### config.mk
export PLATFORM = sky130hd
export DESIGN_NAME = tcc_timer16
export DESIGN_NICKNAME = d
export VERILOG_FILES = /design/src/tcc_pkg.sv /design/src/tcc_timer16.sv
export SDC_FILE = /design/constraint.sdc
export NUM_CORES = 1
export LEC_CHECK = 0
export BUFFER_PORTS_ARGS = -buffer_cell sky130_fd_sc_hd__buf_2
export CAP_MARGIN = 20
export CORE_MARGIN = 2
export CORE_UTILIZATION = 25
export CTS_BUF_LIST = sky130_fd_sc_hd__clkbuf_4 sky130_fd_sc_hd__clkbuf_8
export DETAILED_ROUTE_END_ITERATION = 16
export PLACE_DENSITY = 0.52
export SLEW_MARGIN = 20
export SYNTH_ARGS = -nofsm -noshare
export SYNTH_HDL_FRONTEND = slang
export SYNTH_SLANG_ARGS = --single-unit
export TNS_END_PERCENT = 1
### constraint.sdc
create_clock -name hclk -period 5.9 [get_ports hclk]
set_input_delay 1.18 -clock hclk [delete_from_list [all_inputs] [get_ports hclk]]
set_output_delay 1.18 -clock hclk [all_outputs]
set_load 0.02 [all_outputs]
### src/tcc_pkg.sv
`default_nettype none
package tcc_pkg;

	// Register word offsets (byte addresses)
	localparam logic [7:0] OFF_CTRL   = 8'h00;
	localparam logic [7:0] OFF_PRESC  = 8'h04;
	localparam logic [7:0] OFF_FORCE  = 8'h08;
	localparam logic [7:0] OFF_FLAG   = 8'h0C;
	localparam logic [7:0] OFF_IRQEN  = 8'h10;
	localparam logic [7:0] OFF_CNT_L  = 8'h14;
	localparam logic [7:0] OFF_CNT_H  = 8'h18;
	localparam logic [7:0] OFF_CAP_L  = 8'h1C;
	localparam logic [7:0] OFF_CAP_H  = 8'h20;
	localparam logic [7:0] OFF_CMPA_L = 8'h24;
	localparam logic [7:0] OFF_CMPA_H = 8'h28;
	localparam logic [7:0] OFF_CMPB_L = 8'h2C;
	localparam logic [7:0] OFF_CMPB_H = 8'h30;
	localparam logic [7:0] OFF_STATUS = 8'h34;

	// Flag and enable bit positions
	localparam int FLAG_CMP_A = 0;
	localparam int FLAG_CMP_B = 1;
	localparam int FLAG_CAPT  = 2;

	// Reset values
	localparam logic [9:0]  CTRL_RESET  = 10'h000;
	localparam logic [15:0] PRESC_RESET = 16'h0000;
	localparam logic [15:0] CMP_RESET   = 16'h0000;

	// Waveform modes with a special meaning here
	localparam logic [3:0] WGM_NORMAL  = 4'h0;
	localparam logic [3:0] WGM_PC8     = 4'h1;
	localparam logic [3:0] WGM_PC9     = 4'h2;
	localparam logic [3:0] WGM_PC10    = 4'h3;
	localparam logic [3:0] WGM_CTC_A   = 4'h4;
	localparam logic [3:0] WGM_FAST8   = 4'h5;
	localparam logic [3:0] WGM_FAST9   = 4'h6;
	localparam logic [3:0] WGM_FAST10  = 4'h7;
	localparam logic [3:0] WGM_PFC_I   = 4'h8;
	localparam logic [3:0] WGM_PFC_A   = 4'h9;
	localparam logic [3:0] WGM_PC_I    = 4'hA;
	localparam logic [3:0] WGM_PC_A    = 4'hB;
	localparam logic [3:0] WGM_CTC_I   = 4'hC;
	localparam logic [3:0] WGM_RSVD    = 4'hD;
	localparam logic [3:0] WGM_FAST_I  = 4'hE;
	localparam logic [3:0] WGM_FAST_A  = 4'hF;

	localparam logic [15:0] TOP_8BIT  = 16'h00FF;
	localparam logic [15:0] TOP_9BIT  = 16'h01FF;
	localparam logic [15:0] TOP_10BIT = 16'h03FF;
	localparam logic [15:0] TOP_MAX   = 16'hFFFF;

	// Control register layout, bit 9 down to bit 0
	typedef struct packed {
		logic       run;
		logic       retrig_en;
		logic [3:0] waveform_mode;
		logic [1:0] com_b;
		logic [1:0] com_a;
	} tcc_ctrl_type;

	// Bus data-phase sequencing
	typedef enum logic [1:0] {
		BUS_IDLE,
		BUS_WRITE,
		BUS_READ_WAIT,
		BUS_READ_DONE
	} tcc_bus_state_type;

endpackage
`default_nettype wire

### src/tcc_timer16.sv
// What this block does
// - A capture copies the counter and sets the capture flag in the same cycle.
// - Each later capture overwrites the capture register, read or not.
// - With retrigger enabled, a capture is ORed into the top-reached signal.
// - Each channel compares counter and compare value; equality sets its flag next tick.
// - A set compare flag requests an interrupt when enabled; servicing clears it.
// - Writing one to a compare flag clears it; writing zero leaves it.
// - Compare channel A can supply the counter top value.
// - Compare values are double buffered in PWM modes, updated at top; otherwise direct.
// - CPU compare writes reach the buffer when buffering, else the active register.
// - Compare high byte reads return the register directly, not the shared byte.
// - High byte write loads the shared byte; low byte write copies it up, for capture only in ICR-top modes.
// - Force strobe in non-PWM modes updates the output latch only, like a match.
// - A CPU counter write blocks every compare match at the next timer tick.
// - Counter written equal to a variable top in PWM skips that top, runs to 0xFFFF.
// - Output latches keep their value across mode changes; reset clears them.
// - Output mode bits are unbuffered and act at once on the pin select, and on the latch at the next match or PWM top.
// - A nonzero output mode puts the latch on the pin; direction still controls drive.
// - Output mode zero leaves the latch unchanged on a match.
// - Output mode bits do not affect input capture.
`timescale 1ns/1ps
`default_nettype none
module tcc_timer16 (
	input  wire logic        hclk,          // System clock
	input  wire logic        hresetn,       // Async reset, active low
	input  wire logic        hsel,          // Slave select
	input  wire logic [31:0] haddr,         // Byte address
	input  wire logic [1:0]  htrans,        // Transfer type
	input  wire logic        hwrite,        // Write when high
	input  wire logic [2:0]  hsize,         // Transfer size
	input  wire logic [31:0] hwdata,        // Write data
	input  wire logic        hready,        // Bus ready
	output logic             hreadyout,     // Slave ready
	output logic [31:0]      hrdata,        // Read data
	output logic             hresp,         // Always OKAY
	input  wire logic        capture_event, // Qualified capture pulse
	input  wire logic [1:0]  irq_ack,       // Compare interrupt serviced, per channel
	input  wire logic        capt_irq_ack,  // Capture interrupt serviced
	input  wire logic [1:0]  port_value,    // General port value per pin
	input  wire logic [1:0]  pin_direction, // Pin direction bits, 1 = output
	output logic [1:0]       pin_out,       // Pin output level
	output logic [1:0]       pin_oe,        // Pin output enable
	output logic [1:0]       irq_req,       // Compare interrupt requests
	output logic             capt_irq_req,  // Capture interrupt request
	output logic             top_reached    // One-cycle top pulse to counter logic
);

	////////////////////////////////////////////////////////////////////////
	// Helpers

	function automatic logic is_pwm(input logic [3:0] m);
		is_pwm = !(m == tcc_pkg::WGM_NORMAL || m == tcc_pkg::WGM_CTC_A ||
			m == tcc_pkg::WGM_CTC_I || m == tcc_pkg::WGM_RSVD);
	endfunction

	function automatic logic icr_is_top(input logic [3:0] m);
		icr_is_top = (m == tcc_pkg::WGM_PFC_I || m == tcc_pkg::WGM_PC_I ||
			m == tcc_pkg::WGM_CTC_I || m == tcc_pkg::WGM_FAST_I);
	endfunction

	function automatic logic on_match(input logic [1:0] com, input logic cur);
		case (com)
			2'h1:    on_match = ~cur;
			2'h2:    on_match = 1'b0;
			2'h3:    on_match = 1'b1;
			default: on_match = cur;
		endcase
	endfunction

	function automatic logic at_count_lower_limit(input logic [1:0] com, input logic cur);
		case (com)
			2'h2:    at_count_lower_limit = 1'b1;
			2'h3:    at_count_lower_limit = 1'b0;
			default: at_count_lower_limit = cur;
		endcase
	endfunction

	////////////////////////////////////////////////////////////////////////
	// State

	tcc_pkg::tcc_ctrl_type        ctrl_q;
	tcc_pkg::tcc_bus_state_type   bus_q;
	logic [7:0]                   addr_q;
	logic [15:0]                  presc_q;
	logic [15:0]                  div_q;
	logic [15:0]                  count_q;
	logic [15:0]                  capture_reg_q;
	logic [15:0]                  cmp_act_q [2];
	logic [15:0]                  cmp_buf_q [2];
	logic [7:0]                   tmp_q;
	logic [1:0]                   compare_flag_q;
	logic                         capture_flag_q;
	logic [1:0]                   compare_irq_enable_q;
	logic                         capt_irq_enable_q;
	logic [1:0]                   latch_q;
	logic                         block_q;
	logic                         rtg_pend_q;
	logic [31:0]                  hrdata_q;
	logic                         top_q;

	logic                         pwm;
	logic                         tick;
	logic [15:0]                  top_val;
	logic                         top_hit;
	logic                         capt_fire;
	logic                         wr;
	logic [7:0]                   wlo;
	logic [1:0]                   match;
	logic [1:0]                   force_cmp;

	assign pwm       = is_pwm(ctrl_q.waveform_mode);
	assign tick      = ctrl_q.run && (div_q == presc_q);
	assign wr        = (bus_q == tcc_pkg::BUS_WRITE);
	assign wlo       = hwdata[7:0];
	assign capt_fire = capture_event && !icr_is_top(ctrl_q.waveform_mode);
	assign force_cmp = (wr && addr_q == tcc_pkg::OFF_FORCE && !pwm) ? hwdata[1:0] : 2'h0;

	////////////////////////////////////////////////////////////////////////
	// Top value and top detection

	always_comb begin
		case (ctrl_q.waveform_mode)
			tcc_pkg::WGM_PC8, tcc_pkg::WGM_FAST8:   top_val = tcc_pkg::TOP_8BIT;
			tcc_pkg::WGM_PC9, tcc_pkg::WGM_FAST9:   top_val = tcc_pkg::TOP_9BIT;
			tcc_pkg::WGM_PC10, tcc_pkg::WGM_FAST10: top_val = tcc_pkg::TOP_10BIT;
			tcc_pkg::WGM_CTC_A, tcc_pkg::WGM_PFC_A,
			tcc_pkg::WGM_PC_A, tcc_pkg::WGM_FAST_A: top_val = cmp_act_q[0];
			tcc_pkg::WGM_PFC_I, tcc_pkg::WGM_PC_I,
			tcc_pkg::WGM_CTC_I, tcc_pkg::WGM_FAST_I: top_val = capture_reg_q;
			default:                                top_val = tcc_pkg::TOP_MAX;
		endcase
	end

	// A blocked top match lets the counter run on past top to the wrap
	assign top_hit = ((count_q == top_val) && !block_q) || rtg_pend_q;

	always_comb begin
		for (int i = 0; i < 2; i++) begin
			match[i] = tick && !block_q && (count_q == cmp_act_q[i]);
		end
	end

	////////////////////////////////////////////////////////////////////////
	// AHB-Lite slave sequencing

	always_ff @(posedge hclk or negedge hresetn) begin
		if (!hresetn) begin
			bus_q  <= tcc_pkg::BUS_IDLE;
			addr_q <= 8'h00;
		end else begin
			case (bus_q)
				tcc_pkg::BUS_READ_WAIT: bus_q <= tcc_pkg::BUS_READ_DONE;
				default: begin
					if (hsel && hready && htrans[1]) begin
						addr_q <= {haddr[7:2], 2'b00};
						if (hwrite && hsize == 3'b010) begin
							bus_q <= tcc_pkg::BUS_WRITE;
						end else if (!hwrite) begin
							bus_q <= tcc_pkg::BUS_READ_WAIT;
						end else begin
							bus_q <= tcc_pkg::BUS_IDLE;
						end
					end else begin
						bus_q <= tcc_pkg::BUS_IDLE;
					end
				end
			endcase
		end
	end

	assign hreadyout = (bus_q != tcc_pkg::BUS_READ_WAIT);
	assign hresp     = 1'b0;
	assign hrdata    = hrdata_q;

	// Read data, captured one cycle into the data phase
	always_ff @(posedge hclk or negedge hresetn) begin
		if (!hresetn) begin
			hrdata_q <= 32'h0000_0000;
		end else if (bus_q == tcc_pkg::BUS_READ_WAIT) begin
			case (addr_q)
				tcc_pkg::OFF_CTRL:   hrdata_q <= {22'h0, ctrl_q};
				tcc_pkg::OFF_PRESC:  hrdata_q <= {16'h0, presc_q};
				tcc_pkg::OFF_FLAG:   hrdata_q <= {29'h0, capture_flag_q, compare_flag_q};
				tcc_pkg::OFF_IRQEN:  hrdata_q <= {29'h0, capt_irq_enable_q, compare_irq_enable_q};
				tcc_pkg::OFF_CNT_L:  hrdata_q <= {24'h0, count_q[7:0]};
				tcc_pkg::OFF_CNT_H:  hrdata_q <= {24'h0, tmp_q};
				tcc_pkg::OFF_CAP_L:  hrdata_q <= {24'h0, capture_reg_q[7:0]};
				tcc_pkg::OFF_CAP_H:  hrdata_q <= {24'h0, tmp_q};
				tcc_pkg::OFF_CMPA_L: hrdata_q <= {24'h0, pwm ? cmp_buf_q[0][7:0] : cmp_act_q[0][7:0]};
				tcc_pkg::OFF_CMPA_H: hrdata_q <= {24'h0, pwm ? cmp_buf_q[0][15:8] : cmp_act_q[0][15:8]};
				tcc_pkg::OFF_CMPB_L: hrdata_q <= {24'h0, pwm ? cmp_buf_q[1][7:0] : cmp_act_q[1][7:0]};
				tcc_pkg::OFF_CMPB_H: hrdata_q <= {24'h0, pwm ? cmp_buf_q[1][15:8] : cmp_act_q[1][15:8]};
				tcc_pkg::OFF_STATUS: hrdata_q <= {29'h0, block_q, latch_q};
				default:             hrdata_q <= 32'h0000_0000;
			endcase
		end
	end

	////////////////////////////////////////////////////////////////////////
	// Control, prescaler and enables

	always_ff @(posedge hclk or negedge hresetn) begin
		if (!hresetn) begin
			ctrl_q               <= tcc_pkg::CTRL_RESET;
			presc_q              <= tcc_pkg::PRESC_RESET;
			compare_irq_enable_q <= 2'h0;
			capt_irq_enable_q    <= 1'b0;
		end else if (wr) begin
			if (addr_q == tcc_pkg::OFF_CTRL) begin
				ctrl_q <= hwdata[9:0];
			end
			if (addr_q == tcc_pkg::OFF_PRESC) begin
				presc_q <= hwdata[15:0];
			end
			if (addr_q == tcc_pkg::OFF_IRQEN) begin
				compare_irq_enable_q <= hwdata[1:0];
				capt_irq_enable_q    <= hwdata[2];
			end
		end
	end

	// Timer clock enable divider
	always_ff @(posedge hclk or negedge hresetn) begin
		if (!hresetn) begin
			div_q <= 16'h0000;
		end else if (!ctrl_q.run || tick) begin
			div_q <= 16'h0000;
		end else begin
			div_q <= div_q + 16'h0001;
		end
	end

	////////////////////////////////////////////////////////////////////////
	// Shared high-byte temporary register

	always_ff @(posedge hclk or negedge hresetn) begin
		if (!hresetn) begin
			tmp_q <= 8'h00;
		end else if (wr && (addr_q == tcc_pkg::OFF_CNT_H || addr_q == tcc_pkg::OFF_CAP_H ||
			addr_q == tcc_pkg::OFF_CMPA_H || addr_q == tcc_pkg::OFF_CMPB_H)) begin
			tmp_q <= wlo;
		end else if (bus_q == tcc_pkg::BUS_READ_WAIT && addr_q == tcc_pkg::OFF_CNT_L) begin
			tmp_q <= count_q[15:8];
		end else if (bus_q == tcc_pkg::BUS_READ_WAIT && addr_q == tcc_pkg::OFF_CAP_L) begin
			tmp_q <= capture_reg_q[15:8];
		end
	end

	////////////////////////////////////////////////////////////////////////
	// Counter, match blocking and retrigger

	always_ff @(posedge hclk or negedge hresetn) begin
		if (!hresetn) begin
			count_q <= 16'h0000;
		end else if (wr && addr_q == tcc_pkg::OFF_CNT_L) begin
			count_q <= {tmp_q, wlo};
		end else if (tick) begin
			count_q <= top_hit ? 16'h0000 : count_q + 16'h0001;
		end
	end

	// Held from a counter write until the next timer tick, even when stopped
	always_ff @(posedge hclk or negedge hresetn) begin
		if (!hresetn) begin
			block_q <= 1'b0;
		end else if (wr && addr_q == tcc_pkg::OFF_CNT_L) begin
			block_q <= 1'b1;
		end else if (tick) begin
			block_q <= 1'b0;
		end
	end

	always_ff @(posedge hclk or negedge hresetn) begin
		if (!hresetn) begin
			rtg_pend_q <= 1'b0;
		end else if (capt_fire && ctrl_q.retrig_en) begin
			rtg_pend_q <= 1'b1;
		end else if (tick || !ctrl_q.retrig_en) begin
			rtg_pend_q <= 1'b0;
		end
	end

	always_ff @(posedge hclk or negedge hresetn) begin
		if (!hresetn) begin
			top_q <= 1'b0;
		end else begin
			top_q <= (tick && top_hit && !rtg_pend_q) || (capt_fire && ctrl_q.retrig_en);
		end
	end

	assign top_reached = top_q;

	////////////////////////////////////////////////////////////////////////
	// Input capture

	always_ff @(posedge hclk or negedge hresetn) begin
		if (!hresetn) begin
			capture_reg_q <= 16'h0000;
		end else if (capt_fire) begin
			capture_reg_q <= count_q;
		end else if (wr && addr_q == tcc_pkg::OFF_CAP_L && icr_is_top(ctrl_q.waveform_mode)) begin
			capture_reg_q <= {tmp_q, wlo};
		end
	end

	// Set wins over software and service clears
	always_ff @(posedge hclk or negedge hresetn) begin
		if (!hresetn) begin
			capture_flag_q <= 1'b0;
		end else if (capt_fire) begin
			capture_flag_q <= 1'b1;
		end else if ((wr && addr_q == tcc_pkg::OFF_FLAG && hwdata[2]) || capt_irq_ack) begin
			capture_flag_q <= 1'b0;
		end
	end

	assign capt_irq_req = capture_flag_q && capt_irq_enable_q;

	////////////////////////////////////////////////////////////////////////
	// Compare registers

	always_ff @(posedge hclk or negedge hresetn) begin
		if (!hresetn) begin
			for (int i = 0; i < 2; i++) begin
				cmp_act_q[i] <= tcc_pkg::CMP_RESET;
				cmp_buf_q[i] <= tcc_pkg::CMP_RESET;
			end
		end else begin
			for (int i = 0; i < 2; i++) begin
				if (pwm && tick && top_hit) begin
					cmp_act_q[i] <= cmp_buf_q[i];
				end
				if (wr && addr_q == (i == 0 ? tcc_pkg::OFF_CMPA_L : tcc_pkg::OFF_CMPB_L)) begin
					if (pwm) begin
						cmp_buf_q[i] <= {tmp_q, wlo};
					end else begin
						cmp_act_q[i] <= {tmp_q, wlo};
					end
				end
			end
		end
	end

	////////////////////////////////////////////////////////////////////////
	// Compare flags and requests

	always_ff @(posedge hclk or negedge hresetn) begin
		if (!hresetn) begin
			compare_flag_q <= 2'h0;
		end else begin
			for (int i = 0; i < 2; i++) begin
				if (match[i]) begin
					compare_flag_q[i] <= 1'b1;
				end else if ((wr && addr_q == tcc_pkg::OFF_FLAG && hwdata[i]) || irq_ack[i]) begin
					compare_flag_q[i] <= 1'b0;
				end
			end
		end
	end

	assign irq_req = compare_flag_q & compare_irq_enable_q;

	////////////////////////////////////////////////////////////////////////
	// Output latches and pin override

	always_ff @(posedge hclk or negedge hresetn) begin
		if (!hresetn) begin
			latch_q <= 2'h0;
		end else begin
			for (int i = 0; i < 2; i++) begin
				if (match[i] || force_cmp[i]) begin
					latch_q[i] <= on_match(i == 0 ? ctrl_q.com_a : ctrl_q.com_b, latch_q[i]);
				end else if (pwm && tick && top_hit) begin
					latch_q[i] <= at_count_lower_limit(i == 0 ? ctrl_q.com_a : ctrl_q.com_b, latch_q[i]);
				end
			end
		end
	end

	always_comb begin
		pin_out[0] = (ctrl_q.com_a != 2'h0) ? latch_q[0] : port_value[0];
		pin_out[1] = (ctrl_q.com_b != 2'h0) ? latch_q[1] : port_value[1];
		pin_oe     = pin_direction;
	end

endmodule // tcc_timer16
`default_nettype wire

==> results.toml, run 1 <==
[run_status]
outcome = "complete, no violations"

[worst_setup_path]
path_class = "flip-flop to flip-flop"
crit_slowest_cell = "dfrtp_1"
cp_cell_sequence = "or3_1, a21oi_2, or3_1, a2111o_1, nor4_4, o2111ai_4, nand3_2, o221a_2"
cp_common_cell = "or3_1"
critPathLaunchType = "flip-flop"
worst-path-max-fanout = 27
worstPathRequired_ns = 6.33
endpoint_kind = "flip-flop"
cp.arrival_ns = 4.25
max_stage_delay_ns = 0.85

[clocking]
ctsRootBufferMaster = "clkbuf_8"
cts_buffers = 17
clkLatencyLatePin_ns = 0.50
cts_resized = 0
postCtsHoldBufs = 0
postCtsSetupRepairBufs = 0
cts_tree = "built"
clk_pin_slew_ns = 0.10
htreeDepth = 4
clock_sinks = 181
clk_path_buf_depth = 2

[timing]
max_freq_mhz = 261
fin_crit_ns = 3.83
fin_crit_sh_pct = 64.8
tightestPinTransition_ns = 1.06
setup_viol = 0
slew_violations = 0
tns_ns = 0
hold_viol_final = 0
relSlewSlack_pct = 28.9
setup_slack_ns = 2.07
grt_setup_unrepaired = "no"
clock_skew_ns = 0.0157

[synthesis]
syn-instance-count = 1252
synthTopCellsByCount = "dfrtp_1 (181), nand2_1 (114), nor2_1 (106)"
ys_async_sr_fraction_pct = 100
yosysTopAreaCellShare_pct = 40.0
netlist_area_um2 = 11300
synth_area_leader_cell = "dfrtp_1"
syn_avg_cell_area_um2 = 9.03
ys_seq_elements = 181
synth_flop_cell = "dfrtp_1"
ys_seq_area_share_pct = 40.0
yosys.cell_count.top_type = "dfrtp_1"
synth_area_leaders = "dfrtp_1 (40%), mux2_2 (7.1%), a21oi_1 (4.2%)"
synth_edf_count = 0
synthDistinctLibCells = 75
yosys_warnings = 0

[run]
maxCapViolCount = 0

[floorplan]
coreArea_um2 = 44400
die_w_um = 217
start_util_pct = 25.5
num_io_pins = 124
die_height_um = 217
dieArea_um2 = 47000
rows = 77

[final_layout]
drive_gt1_share_pct = 17.6
fin_cells = 1845
diodes = 0
fillers = 4665
fin_area_um2 = 12400
syn2layout_area_growth_pct = 9.47
nNetsFinal = 1324

[placed_design]
dp_slack_ns = 2.19
hpwl_um = 27400
place_inst = 1813
numPortBuffers = 59
place_congestion = 0.913
postPlaceCellArea_um2 = 12000

[detailed_routing]
routed_via_density = 5.34
routed_wl_um = 40000
wl_per_cell_um = 21.7
drt_pass1_iterations = 6
vias = 9849
drt_iter0_drc = 1187
ant_nets = 0
post-route-drc-count = 0

[global_routing]
grt_pass1_vias = 9458
grt.overflow.total = 0
antenna_found_initial = 1
grt_use_total_pct = 17.1
grt_max_degree = 95
grt_pass1_wl_um = 60900

[pwr]
leakage_nw = 5.26
powerDensity_nw_per_um2 = 408
max-vdd-ir-drop_v = 0.000143

[worst_hold_path]
hold_path.class = "flip-flop to flip-flop"
==> path summary, 6_finish.rpt <==
path | start | to | slack, ns | cells after the start
max | ctrl_q[7] | cmp_act_q[19] | 2.07 | 8
min | hrdata[0] | hrdata[0] | 0.48 | 2
max reg2reg | ctrl_q[7] | cmp_act_q[19] | 2.07 | 8
min reg2reg | hrdata[0] | hrdata[0] | 0.48 | 2
max in group asynchronous | hresetn | capture_reg_q[12] | 4.20 | 2
min in group asynchronous | hresetn | hrdata[4] | 0.72 | 1
==> where the power goes <==
part	leakage [nW]	switching [mW]	internal [mW]	total, mW
clock	0.197	0.517	0.357	0.874
combinational	2.77	1.22	0.797	2.02
sequential	2.29	0.595	1.57	2.17
total	5.26	2.33	2.73	5.06
==> logic make-up after synthesis <==
| logic type | share of synthesized area, % |
|---|---|
| muxes | 9.59 |
| AOI/OAI and AO/OA | 20.4 |
| buffers and inverters | 6.19 |
| other | 0.0332 |
| xor gates and xnor gates | 4.41 |
| DFF | 40.0 |
| and+or+nand+nor | 19.1 |
| adders and majority gates | 0.221 |
==> cell usage in the layout (no fill, tap or decap), types with 4 or more instances in the layout <==
master    instances
nand3_1          23
nor2_1          106
nor3_1           17
o211ai_1          7
a22oi_1          12
a21oi_1          94
nor4_1           21
xnor2_1          12
nand2_1         114
a31o_2            5
dfrtp_1         181
and4_1            5
xor2_1           45
nor2b_1           8
mux2_2           71
o31ai_1          40
buf_4            19
nor3b_1          12
o21ai_1          11
buf_2            58
clkinv_4          6
inv_6             4
a222oi_1          9
a211oi_1          4
a31oi_1           8
mux2i_1          24
and3_1           18
inv_1            19
clkbuf_8         19
nand2b_1         46
o221a_1          19
nor4b_1           9
o22ai_1          15
conb_1           17
o21ai_0          71
a221oi_1         11
or3_1             7
nand4_1          11
o221a_2          12
and2_1            7
==> sequential cells by signal (all words and copies together) (netlist names) <==
register / flops
capt_irq_enable_q: 1
presc_q: 16
div_q: 16
rtg_pend_q: 1
latch_q: 2
cmp_act_q: 32
tmp_q: 8
compare_flag_q: 2
capture_flag_q: 1
cmp_buf_q: 32
capture_reg_q: 16
bus_q: 2
ctrl_q: 10
block_q: 1
compare_irq_enable_q: 2
addr_q: 6
count_q: 16
top_reached: 1
hrdata: 16
==> layer usage <==
layer / wire (um) / vias to the layer above / global-route usage, % / part of all wire, %
met5: 0 / - / 0 / 0
met4: 1070 / 0 / 6.16 / 2.7
met3: 3160 / 62 / 2.79 / 7.9
met2: 17800 / 422 / 26.0 / 44
met1: 18000 / 4874 / 24.3 / 45
li1: - / 4491 / - / -
==> area by class of cell <==
cell class	count	area, um2	area share, %
timing repair buffer	79	467	3.77
inverter	23	86.3	0.697
clock buffer	18	248	2.00
sequential	181	4530	36.6
tap	592	741	5.98
multi-input combinational	938	6160	49.8
clock inverter	14	146	1.18
==> per-stage QoR <==
step / hold slack (ns) / utilization [%] / power (mW)
after detailed placement: 0.469 / 27.0 / 4.17
after CTS: 0.490 / 27.9 / 5.05
after global routing: 0.511 / 27.9 / 5.37
final: 0.484 / 27.9 / 5.06
after global placement: 0.460 / 27.0 / 4.13
after floorplan: 0.461 / - / 3.45
==> critical path: cells and delay by family (launching register included) <==
family	cells	cell delay, ns
AND/OR/NAND/NOR	4	1.54
flip-flops	1	0.85
AO/OA/AOI/OAI	4	1.34
(Power assumes the default switching activity.)
==> inputs of run 2 (changes only) <==
- clock period: 5.9 -> 3.9 ns (I/O delays scaled with it)
==> run 2 against run 1 <==
Sequential power is 51% higher. Non-clock buffer count is 21 higher. Sequential share of layout area is 0.45 points lower. Flip-flop and latch count stayed put. Core utilization is 0.35 points higher. Combinational power is 52% higher. Largest cell class unchanged. First-iteration DRC count is 6.0% higher. Die area stayed put.
==> results.toml, run 2 (synthesized netlist as in run 1, its figures left out) <==
[timing]
clock_skew_ns = 0.0205
tightestPinTransition_ns = 0.930
grt_setup_unrepaired = "no"
fin_crit_sh_pct = 88.7
relSlewSlack_pct = 38.0
slew_violations = 0
hold_viol_final = 0
max_freq_mhz = 289
tns_ns = 0
setup_viol = 0
fin_crit_ns = 3.46

[clocking]
ctsRootBufferMaster = "clkbuf_8"
cts_resized = 0
clkLatencyLatePin_ns = 0.49
postCtsHoldBufs = 0
cts_tree = "built"
htreeDepth = 4
clock_sinks = 181
cts_buffers = 17
clk_path_buf_depth = 2
postCtsSetupRepairBufs = 0
clk_pin_slew_ns = 0.10

[final_layout]
fillers = 4680
seq_area_um2 = 4530
nNetsFinal = 1345
syn2layout_area_growth_pct = 10.8
drive_gt1_share_pct = 18.9
diodes = 0
largestRegisters = "cmp_act_q (32), cmp_buf_q (32)"
mostFrequentLayoutCell = "dfrtp_1"
final_cell_mix = "dfrtp_1 (181), nand2_1 (114), nor2_1 (106)"
fin_util_pct = 28.2
multi_input_area_um2 = 6160

[detailed_routing]
drt_iter0_drc = 1258
vias = 9914
routed_via_density = 5.32
post-route-drc-count = 0
wl_per_cell_um = 21.7
routed_wl_um = 40500
ant_nets = 0
drt_pass1_iterations = 5

[floorplan]
coreArea_um2 = 44400
rows = 77
num_io_pins = 124
die_w_um = 217
start_util_pct = 25.5
dieArea_um2 = 47000
die_height_um = 217

[pwr]
intPower_mw = 4.19
p_total_mw = 7.70
p_sw_mw = 3.51
p_clk_share_pct = 17.4
netSwitchingFraction_pct = 45.6
power_frac_seq_pct = 42.6
powerDensity_nw_per_um2 = 614
leakage_nw = 5.37
p_comb_share_pct = 40.0
max-vdd-ir-drop_v = 0.000224

[worst_setup_path]
max_stage_delay_ns = 0.57
crit_buf_inv = 0
cp.arrival_ns = 3.87
path_class = "flip-flop to flip-flop"
critical-path-top-delay-family = "simple AND/OR/NAND/NOR gates"
worstPathRequired_ns = 4.31
worst-path-max-fanout = 16
crit_slowest_cell = "dfrtp_1"
endpoint_kind = "flip-flop"
cp_cell_sequence = "or2b_4, a31oi_1, or3_1, a2111o_1, nor4_4, o2111ai_4, nand3_2, o221a_1"
critPathLaunchType = "flip-flop"

[global_routing]
grt.overflow.total = 0
grt_use_total_pct = 17.3
antenna_found_initial = 0
grt_pass1_wl_um = 62100
grt_pass1_vias = 9706
grt_max_degree = 87

[run_status]
outcome = "complete, no violations"

[worst_hold_path]
hold_path.class = "input port to async pin"

[placed_design]
place_congestion = 0.954
hpwl_um = 28900
numPortBuffers = 59

[run]
maxCapViolCount = 0
## run 2: final cells by class
cell class	count	share of cell area (%)
clock buffer	20	2.20
sequential	181	36.1
timing repair buffer	100	4.98
clock inverter	11	0.928
tap	592	5.91
multi-input combinational	938	49.2
inverter	23	0.689
## run 2: worst reg2reg max path: stages (launching register included)
cell	delay [ns]
dfrtp_1	0.57
or2b_4	0.43
a31oi_1	0.13
or3_1	0.40
a2111o_1	0.46
nor4_4	0.22
o2111ai_4	0.39
nand3_2	0.52
o221a_1	0.28
## run 2: final timing paths
path / startpoint / to / slack [ns] / depth (start not counted)
min in group hclk: hrdata[11] / hrdata[11] / 0.49 / 2
max reg2reg: ctrl_q[6] / cmp_act_q[28] / 0.44 / 8
min: hresetn / hrdata[3] / 0.36 / 1
max: ctrl_q[6] / cmp_act_q[28] / 0.44 / 8
min reg2reg: hrdata[11] / hrdata[11] / 0.49 / 2
max in group asynchronous: hresetn / tmp_q[7] / 2.67 / 2
## run 2: metal layers
layer | vias up | track usage (%) | wire length [um] | share of wire (%)
li1 | 4531 | - | - | -
met1 | 4954 | 24.9 | 18700 | 46
met2 | 358 | 26.3 | 18100 | 45
met3 | 71 | 2.50 | 2520 | 6.2
met4 | 0 | 6.39 | 1240 | 3.0
met5 | - | 0 | 0 | 0
## run 2: power by group through the flow
stage                     registers, mW  clock network, mW  logic [mW]
after global routing               3.35               1.45        3.38
after floorplan                    2.83                  0        2.40
final                              3.28               1.34        3.08
after detailed placement           3.29                  0        3.05
after CTS                          3.25               1.37        3.07
after global placement             3.28                  0        3.02
## run 2: metrics by stage
step	hold WS (ns)	std cells	cell area [um2]	worst slack [ns]
floorplan	0.461	1268	11400	1.36
global placement	0.463	1834	12100	0.570
detailed placement	0.468	1834	12100	0.533
CTS	0.371	1865	12500	0.501
global route	0.379	1865	12500	0.270
finish	0.356	1865	12500	0.441
